## src/shared/seq_pkg.sv

```systemverilog
`default_nettype none
package seq_pkg;
    // Register byte offsets
    localparam logic [11:0] OFS_STATUS = 12'h000;
    localparam logic [11:0] OFS_ALARM_CLR = 12'h004;
    localparam logic [3:0] TBL_PAGE = 4'h1;
    // Status register bit positions
    localparam int ST_READY = 0;
    localparam int ST_MOVE = 1;
    localparam int ST_END = 2;
    localparam int ST_TLC = 3;
    localparam int ST_ALARM = 4;
    localparam int ST_SEG_LSB = 8;
    // Table entry field positions
    localparam int FN_LSB = 0;
    localparam int SPD_LSB = 8;
    localparam int DW_LSB = 16;
    // Operation functions
    localparam logic [1:0] FN_SINGLE = 2'h0;
    localparam logic [1:0] FN_LINKED = 2'h1;
    localparam logic [1:0] FN_CHAIN_WITH_DWELL = 2'h2;
    localparam logic [1:0] FN_PUSH = 2'h3;
    // Motor current selection
    localparam logic [1:0] CUR_RUN = 2'h0;
    localparam logic [1:0] CUR_PUSH = 2'h1;
    localparam logic [1:0] CUR_STOP = 2'h2;
    // Limits
    localparam logic [7:0] PUSH_MAX_RPM = 8'h1e;
    localparam logic [2:0] CHAIN_ALARM_CNT = 3'h5;
    localparam logic [5:0] LAST_NO = 6'h3f;
    // Timing: dwell unit is one millisecond
    localparam int CLK_NS = 10;
    localparam int DWELL_UNIT_NS = 1000000;
    localparam int MS_CYCLES_DEF = DWELL_UNIT_NS / CLK_NS;
    // Reset values
    localparam logic RST_READY = 1'b1;
    localparam logic [31:0] RST_RDATA = 32'h0000_0000;
endpackage
`default_nettype wire

```

## src/rtl/push_link_seq.sv

```systemverilog
`timescale 1ns/1ps
`default_nettype none
// Summary of operation
// - Select before start; same-update start accepted
// - Ready drops on start; host then releases
// - Linked entries run continuously through dwell entry
// - Chain end: moving off, dwell held
// - Dwell over: next entry starts, moving on
// - Final single entry done: ready on
// - Push entry: constant speed, no ramp
// - Load pressed: push current, limit, ready
// - Torque limit flag before ready
// - Push target reached: end, ready, push current
// - Unpressed push completion keeps limit flag off
// - Stop during push: end, ready, stop current
// - Push speed above 30 raises alarm
// - Linked then push: ready at push end
// - Five linked entries raise alarm at start
// - Highest entry never wraps to zero
// - Chain uses start entry acceleration
module push_link_seq #(
    parameter int MS_CYCLES = seq_pkg::MS_CYCLES_DEF
) (
    // Clock and reset
    input wire logic i_clk_sys,
    input wire logic i_resetn,
    // AHB-Lite slave
    input wire logic i_hsel,
    input wire logic [31:0] i_haddr,
    input wire logic [1:0] i_htrans,
    input wire logic i_hwrite,
    input wire logic [2:0] i_hsize,
    input wire logic [31:0] i_hwdata,
    input wire logic i_hready,
    output logic [31:0] o_hrdata,
    output logic o_hreadyout,
    output logic o_hresp,
    // Host pins
    input wire logic i_start,
    input wire logic i_stop,
    input wire logic [5:0] i_data_select,
    // Motor engine handshake, same clock
    input wire logic i_seg_done,
    input wire logic i_load_pressed,
    output logic o_mot_run,
    output logic [5:0] o_mot_seg_no,
    output logic [5:0] o_mot_accel_no,
    output logic [7:0] o_mot_speed,
    output logic o_mot_ramp_en,
    output logic [1:0] o_mot_current,
    // Status pins
    output logic o_ready,
    output logic o_move,
    output logic o_end,
    output logic o_torque_limit_reached_out,
    output logic o_alarm
);
    typedef enum logic [2:0] {
        st_idle,
        st_scan,
        st_run,
        st_push_ack,
        st_dwell
    } state_e;

    // Pin synchronisers: select and start share stages, so a
    // same-update change reaches the logic in the same cycle
    logic [7:0] pin_s1_r; // First stage, read only by stage two
    logic [7:0] pin_s2_r; // Stable copy
    wire start_s = pin_s2_r[7];
    wire stop_s = pin_s2_r[6];
    wire [5:0] sel_s = pin_s2_r[5:0];

    // Operation data table, written by software
    logic [31:0] tbl_r [0:63];

    // Sequencer state
    state_e state_r, state_nxt;
    logic [5:0] idx_r, idx_nxt; // Current entry
    logic [5:0] first_r, first_nxt; // Entry the chain started at
    logic [2:0] cnt_r, cnt_nxt; // Linked entries seen in scan
    logic [15:0] dw_r, dw_nxt; // Dwell ms left
    logic [31:0] ms_r, ms_nxt; // Cycles within a ms
    logic ready_r, ready_nxt;
    logic move_r, move_nxt;
    logic end_r, end_nxt;
    logic tlc_r, tlc_nxt;
    logic alarm_r, alarm_nxt;
    logic run_r, run_nxt;
    logic [1:0] cur_r, cur_nxt;
    logic [7:0] spd_r;
    logic ramp_r;

    // AHB data phase state
    logic dp_wr_r; // Write pending
    logic [11:0] dp_addr_r;
    logic [31:0] rdata_r;

    // Entry decode for the current entry
    wire [31:0] ent = tbl_r[idx_r];
    wire [1:0] ent_fn = ent[seq_pkg::FN_LSB +: 2];
    wire [7:0] ent_spd = ent[seq_pkg::SPD_LSB +: 8];
    wire [15:0] ent_dw = ent[seq_pkg::DW_LSB +: 16];
    wire is_last = (idx_r == seq_pkg::LAST_NO);
    // Highest entry is never linked onward
    wire ent_linked = (ent_fn == seq_pkg::FN_LINKED) && !is_last;
    wire ent_dwell = (ent_fn == seq_pkg::FN_CHAIN_WITH_DWELL) && !is_last;
    wire ent_push = (ent_fn == seq_pkg::FN_PUSH);
    wire push_too_fast = ent_push && (ent_spd > seq_pkg::PUSH_MAX_RPM);
    wire [5:0] idx_inc = idx_r + 6'h01;
    wire ms_wrap = (ms_r == 32'(MS_CYCLES - 1));

    // Entry decode for the next entry, feeds motor speed flops
    wire [31:0] ent_n = tbl_r[idx_nxt];

    // AHB decode
    wire ap_take = i_hsel && i_hready && i_htrans[1];
    wire [11:0] ap_addr = i_haddr[11:0];
    wire ap_tbl = (ap_addr[11:8] == seq_pkg::TBL_PAGE);
    wire ap_stat = (ap_addr == seq_pkg::OFS_STATUS);
    wire dp_tbl = dp_wr_r && (dp_addr_r[11:8] == seq_pkg::TBL_PAGE);
    wire alarm_clr = dp_wr_r && (dp_addr_r == seq_pkg::OFS_ALARM_CLR) && i_hwdata[0];
    wire [31:0] stat_word = {18'h0, idx_r, 3'h0, alarm_r, tlc_r, end_r, move_r, ready_r};
    wire [31:0] rd_mux = ap_stat ? stat_word : (ap_tbl ? tbl_r[ap_addr[7:2]] : 32'h0);

    // Two-stage synchroniser on host pins
    always_ff @(posedge i_clk_sys) begin
        if (!i_resetn) begin
            pin_s1_r <= 8'h00;
            pin_s2_r <= 8'h00;
        end else begin
            pin_s1_r <= {i_start, i_stop, i_data_select};
            pin_s2_r <= pin_s1_r;
        end
    end

    // Table write in the data phase; no reset, software loads it
    always_ff @(posedge i_clk_sys) begin
        if (dp_tbl) begin
            tbl_r[dp_addr_r[7:2]] <= i_hwdata;
        end
    end

    // AHB slave: zero wait states, read data registered
    always_ff @(posedge i_clk_sys) begin
        if (!i_resetn) begin
            dp_wr_r <= 1'b0;
            dp_addr_r <= 12'h000;
            rdata_r <= seq_pkg::RST_RDATA;
        end else begin
            dp_wr_r <= ap_take && i_hwrite;
            dp_addr_r <= ap_take ? ap_addr : dp_addr_r;
            // Unmapped reads return zero
            rdata_r <= (ap_take && !i_hwrite) ? rd_mux : rdata_r;
        end
    end

    // Sequencer next state
    always_comb begin
        state_nxt = state_r;
        idx_nxt = idx_r;
        first_nxt = first_r;
        cnt_nxt = cnt_r;
        dw_nxt = dw_r;
        ms_nxt = ms_r;
        ready_nxt = ready_r;
        move_nxt = move_r;
        end_nxt = end_r;
        tlc_nxt = tlc_r;
        run_nxt = run_r;
        cur_nxt = cur_r;
        // Alarm clear by software; a new alarm below overrides it
        alarm_nxt = alarm_r && !alarm_clr;
        case (state_r)
            st_idle: begin
                // Ready stays low while an alarm is pending
                ready_nxt = !alarm_r;
                // Start only taken while ready is shown
                if (ready_r && start_s && !alarm_r) begin
                    ready_nxt = 1'b0;
                    end_nxt = 1'b0;
                    tlc_nxt = 1'b0;
                    idx_nxt = sel_s;
                    first_nxt = sel_s;
                    cnt_nxt = 3'h0;
                    cur_nxt = seq_pkg::CUR_RUN;
                    state_nxt = st_scan;
                end
            end
            st_scan: begin
                // Walk the whole sequence once before moving
                if (push_too_fast) begin
                    alarm_nxt = 1'b1;
                    state_nxt = st_idle;
                end else if (ent_linked || ent_dwell) begin
                    if (cnt_r == seq_pkg::CHAIN_ALARM_CNT - 3'h1) begin
                        alarm_nxt = 1'b1;
                        state_nxt = st_idle;
                    end else begin
                        cnt_nxt = cnt_r + 3'h1;
                        idx_nxt = idx_inc;
                    end
                end else begin
                    // Sequence is legal: launch its first entry
                    idx_nxt = first_r;
                    run_nxt = 1'b1;
                    move_nxt = 1'b1;
                    state_nxt = st_run;
                end
            end
            st_run: begin
                if (stop_s) begin
                    // Stop holds with the stop current
                    run_nxt = 1'b0;
                    move_nxt = 1'b0;
                    end_nxt = 1'b1;
                    ready_nxt = 1'b1;
                    cur_nxt = seq_pkg::CUR_STOP;
                    state_nxt = st_idle;
                end else if (ent_push && i_load_pressed) begin
                    // Torque flag leads, ready follows next cycle
                    tlc_nxt = 1'b1;
                    cur_nxt = seq_pkg::CUR_PUSH;
                    move_nxt = 1'b0;
                    state_nxt = st_push_ack;
                end else if (i_seg_done) begin
                    if (ent_linked) begin
                        // No stop between linked entries
                        idx_nxt = idx_inc;
                    end else if (ent_dwell) begin
                        run_nxt = 1'b0;
                        move_nxt = 1'b0;
                        dw_nxt = ent_dw;
                        ms_nxt = 32'h0;
                        state_nxt = st_dwell;
                    end else begin
                        // Single or unpressed push: sequence over
                        run_nxt = 1'b0;
                        move_nxt = 1'b0;
                        end_nxt = 1'b1;
                        ready_nxt = 1'b1;
                        tlc_nxt = 1'b0;
                        if (ent_push) begin
                            cur_nxt = seq_pkg::CUR_PUSH;
                        end
                        state_nxt = st_idle;
                    end
                end
            end
            st_push_ack: begin
                // Run drops, push current held; ready now follows the flag
                run_nxt = 1'b0;
                ready_nxt = 1'b1;
                state_nxt = st_idle;
            end
            st_dwell: begin
                if (stop_s) begin
                    end_nxt = 1'b1;
                    ready_nxt = 1'b1;
                    cur_nxt = seq_pkg::CUR_STOP;
                    state_nxt = st_idle;
                end else if (dw_r == 16'h0) begin
                    // Next entry starts a fresh chain
                    idx_nxt = idx_inc;
                    first_nxt = idx_inc;
                    run_nxt = 1'b1;
                    move_nxt = 1'b1;
                    state_nxt = st_run;
                end else if (ms_wrap) begin
                    ms_nxt = 32'h0;
                    dw_nxt = dw_r - 16'h1;
                end else begin
                    ms_nxt = ms_r + 32'h1;
                end
            end
            default: begin
                state_nxt = st_idle;
            end
        endcase
    end

    // Sequencer registers
    always_ff @(posedge i_clk_sys) begin
        if (!i_resetn) begin
            state_r <= st_idle;
            idx_r <= 6'h00;
            first_r <= 6'h00;
            cnt_r <= 3'h0;
            dw_r <= 16'h0;
            ms_r <= 32'h0;
            ready_r <= seq_pkg::RST_READY;
            move_r <= 1'b0;
            end_r <= 1'b0;
            tlc_r <= 1'b0;
            alarm_r <= 1'b0;
            run_r <= 1'b0;
            cur_r <= seq_pkg::CUR_RUN;
        end else begin
            state_r <= state_nxt;
            idx_r <= idx_nxt;
            first_r <= first_nxt;
            cnt_r <= cnt_nxt;
            dw_r <= dw_nxt;
            ms_r <= ms_nxt;
            ready_r <= ready_nxt;
            move_r <= move_nxt;
            end_r <= end_nxt;
            tlc_r <= tlc_nxt;
            alarm_r <= alarm_nxt;
            run_r <= run_nxt;
            cur_r <= cur_nxt;
        end
    end

    // Speed and ramp follow the entry the engine will run
    always_ff @(posedge i_clk_sys) begin
        if (!i_resetn) begin
            spd_r <= 8'h00;
            ramp_r <= 1'b1;
        end else begin
            spd_r <= ent_n[seq_pkg::SPD_LSB +: 8];
            // Push entries run flat at speed
            ramp_r <= (ent_n[seq_pkg::FN_LSB +: 2] != seq_pkg::FN_PUSH);
        end
    end

    // Outputs straight from flops; bus ready and response tied off
    assign o_hrdata = rdata_r;
    assign o_hreadyout = 1'b1; // Never stalls
    assign o_hresp = 1'b0;
    assign o_mot_run = run_r;
    assign o_mot_seg_no = idx_r;
    assign o_mot_accel_no = first_r;
    assign o_mot_speed = spd_r;
    assign o_mot_ramp_en = ramp_r;
    assign o_mot_current = cur_r;
    assign o_ready = ready_r;
    assign o_move = move_r;
    assign o_end = end_r;
    assign o_torque_limit_reached_out = tlc_r;
    assign o_alarm = alarm_r;
endmodule
`default_nettype wire

```

## config.mk

```make
export PLATFORM = sky130hd
export DESIGN_NAME = push_link_seq
export DESIGN_NICKNAME = d
export VERILOG_FILES = /design/src/shared/seq_pkg.sv /design/src/rtl/push_link_seq.sv
export SDC_FILE = /design/constraint.sdc
export NUM_CORES = 2
export LEC_CHECK = 0
export CAP_MARGIN = 30
export CORE_MARGIN = 2
export CORE_UTILIZATION = 40
export DETAILED_ROUTE_END_ITERATION = 6
export DONT_BUFFER_PORTS = 1
export PLACE_DENSITY_LB_ADDON = 0.05
export REMOVE_ABC_BUFFERS = 1
export SYNTH_ARGS = -nofsm -noshare
export SYNTH_HDL_FRONTEND = slang
export SYNTH_SLANG_ARGS = --single-unit
export TNS_END_PERCENT = 100
```

## constraint.sdc

```tcl
create_clock -name i_clk_sys -period 10.9 [get_ports i_clk_sys]
set_clock_uncertainty 0.1 [all_clocks]
set_input_delay 2.725 -clock i_clk_sys [delete_from_list [all_inputs] [get_ports i_clk_sys]]
set_output_delay 2.725 -clock i_clk_sys [all_outputs]
set_load 0.03 [all_outputs]
```

==> reports/results.ini <==
[status]
run_status = complete, no violations

[placement]
post-place-cells = 8738
place.port_buffers = 0
routabilityCongestion = 0.871
dp_worst_setup_slack_ps = 3340
hpwl_mm = 219
place_area_um2 = 106000

[clock_network]
h-tree-depth = 4
post_cts_resized = 0
clk_pin_slew_ps = 60
cts_buffer_depth = 3
clock_latency_ps = 880
post_cts_buffers = 0
cts_tree = yes
postCtsHoldBufs = 0
clock-sinks = 2192
cts_buffers = 240
root_buffer = clkbuf_16

[cells_and_area]
area_growth_pct = 12.3
instances_no_fill = 9197
drive_above_1_share = 0.294
stdcell_area_um2 = 114000
nets = 5710

[synthesis]
synth_warnings = 0
syn_inst = 5611
async_reset_ff_frac = 0
syn_area_um2 = 102000
synth_edf_count = 2048
syn_avg_cell_area_um2 = 18.1
synthFlopType = edfxtp_1
synth_top_area_share = 0.605
synth-seq-cells = 2192
synth_top_cells_by_area = edfxtp_1 (61%), mux4_2 (23%), dfxtp_1 (2.8%), mux2i_1 (1.5%), nand2_1 (1.5%)
synth.largest_area_cell = edfxtp_1
ys_types = 95
ys_seq_area_frac = 0.634

[timing]
post-route-period-util = 0.701
fin_tns_setup_ps = 0
timing.hold.ws_ps = 344
finalMaxSlewViolations = 0
max_freq_mhz = 131
rsz0062_at_grt = false
worst_slack_ps = 3260
timing_hold_violations_final = 0
finalSetupViolCount = 0
period_minus_slack_ps = 7640
worstMarginPinSlew_ps = 1410
relSlewSlack = 0.0580

[setup_path]
ff2ff_path_depth = 17
crit_path_end = o_mot_speed[2]
r2r-end = o_mot_speed[2]
start_kind = register
cp.depth = 17
crit_path_top_delay_cell = nor2_2
crit_path_frequent_cell = buf_4
critical_path.max_fanout = 39
r2r_slack_ps = 3260
critPathMaxStageDelay_ps = 810
required_ps = 11520
r2r_start = o_mot_seg_no[2]
arrival_ps = 8250
crit_chain = inv_6 -> buf_4 -> mux4_2 -> mux2_2 -> nor2_2 -> nand2_1 -> and2_4 -> a311o_1 -> nand4bb_4 -> o21a_1 -> buf_4 -> nor2_2 -> buf_4 -> a22oi_1 -> nand3_1 -> o21ai_0 -> or4b_1
worstSetupEndpointType = register
crit_start = o_mot_seg_no[2]
critPathKind = reg -> reg
crit_family = simple AND/OR/NAND/NOR gates
critPathBufInv = 4

[power]
swShare = 0.221
switchingPower_w = 0.00406
power.share.clock = 0.440
share_comb_of_total_power = 0.057
p_seq_frac = 0.503
p_leak_nw = 34.4
p_int_w = 0.0143
power_density_nw_per_um2 = 161
ir_drop_v = 0.000159

[routing]
dr_wl_met2_mm = 177
drtIter0Drc = 8631
dr_wl_met3_mm = 30.0
vias = 61400
drcViolationCount = 0
post_drt_wl_per_cell_um = 41.2
postRouteAntennaNets = 0
wl_mm = 379
firstDrtPassIters = 6
top_layer_used = met5
wl_met1_mm = 155
routed_via_density = 6.67

[global_routing]
grt_max_degree = 515
grt_use_total = 0.291
grt_pass1_vias = 59700
grt_pass1_wl_mm = 515
grt.overflow.total = 0
antenna_found_initial = 16

[floorplanning]
die_y_um = 508
core-area_um2 = 253000
row_count = 185
die-area_um2 = 258000
pin_count = 147
start_util = 0.401
die-width_um = 508

[min_path]
worstHoldPathCells = 1
hold_path.class = reg -> reg

[run]
maxCapViolCount = 0

==> worst min-delay path by stage <==
stage,start,to,slack [ps]
final,pin_s1_r[6],pin_s2_r[6],340
after global routing,pin_s1_r[7],pin_s2_r[7],360
after CTS,pin_s1_r[6],pin_s2_r[6],340
after detailed placement,pin_s1_r[7],pin_s2_r[7],320
after global placement,pin_s1_r[2],pin_s2_r[2],330
after floorplan,pin_s1_r[0],pin_s2_r[0],310
==> stage by stage <==
stage,power (W),utilization
floorplan,0.0102,-
global placement,0.0104,0.418
detailed placement,0.0104,0.419
CTS,0.0185,0.450
global route,0.0188,0.450
finish,0.0184,0.450
==> state kept, by name, summed over array words and instances (netlist names), 2 cells and up <==
register and count:
o_mot_current 2, pin_s2_r 8, o_mot_speed 8, tbl_r 2048, pin_s1_r 8, ms_r 32, o_mot_seg_no 6, dw_r 16
state_r 3, dp_addr_r 12, o_hrdata 32, cnt_r 3, o_mot_accel_no 6
==> power by group through the flow <==
stage,Clock (W),Sequential [W],Combinational (W)
final,0.00808,0.00923,0.00105
after global routing,0.00852,0.00923,0.00109
after floorplan,0,0.00944,0.000727
after global placement,0,0.00941,0.00100
after CTS,0.00822,0.00923,0.00100
after detailed placement,0,0.00941,0.000999
==> Yosys cell counts, types with 14 or more instances <==
cell type and count:
xnor2_1 15, nand2_1 397, a32o_1 16, or3_1 14, o21ai_0 83, a21oi_1 126, nor2b_1 16, buf_6 15
buf_1 90, buf_2 56, and3_1 55, nor3_1 66, a31oi_1 40, nand3_1 120, o211ai_1 18, mux2i_1 156
xor2_1 17, a22oi_1 60, nand4_1 56, and2_1 32, buf_4 29, mux4_2 1050, clkbuf_1 226, dfxtp_1 144
edfxtp_1 2048, o22ai_1 18, a211oi_1 43, inv_1 18, nor2_1 241, a32oi_1 59, nor4_1 50
==> cells in the final DEF, fill, tap and decap left out, types with 60 or more instances in the layout <==
cell type	count
mux2i_1	156
edfxtp_1	2048
o21ai_0	83
a21oi_1	126
nand3_1	120
nor3_1	65
nor2_1	176
a22oi_1	60
nand2_1	395
buf_4	152
clkbuf_16	245
dfxtp_1	138
mux4_2	1050
nor2_4	67
==> kinds of logic (layout without fill, tap and decap cells) <==
logic type / Yosys count / after routing / share of synthesized area
flops: 2192 / 2192 / 0.634
other cells: 2 / 6 / 0.0000739
mux: 1215 / 1215 / 0.249
xor+xnor: 32 / 32 / 0.00276
simple gates: 1130 / 1130 / 0.0531
buf+inv: 439 / 655 / 0.0192
fa+ha+maj: 5 / 5 / 0.000616
compound gates: 596 / 596 / 0.0415
==> layer usage <==
metal,vias up,track usage
met4,6,0.108
met1,33600,0.408
li1,23900,-
met5,-,0
met2,3204,0.457
met3,644,0.0502
==> cell type report <==
cell class / count / area [um2]
Clock buffer: 315 / 6550
Clock inverter: 133 / 1200
Sequential cell: 2192 / 64400
Tap cell: 3366 / 4210
Antenna cell: 4 / 10.0
Fill cell: 21700 / 139000
Inverter: 22 / 92.6
Timing Repair Buffer: 185 / 1830
Multi-Input combinational cell: 2980 / 35800
(Power assumes the default switching activity.)
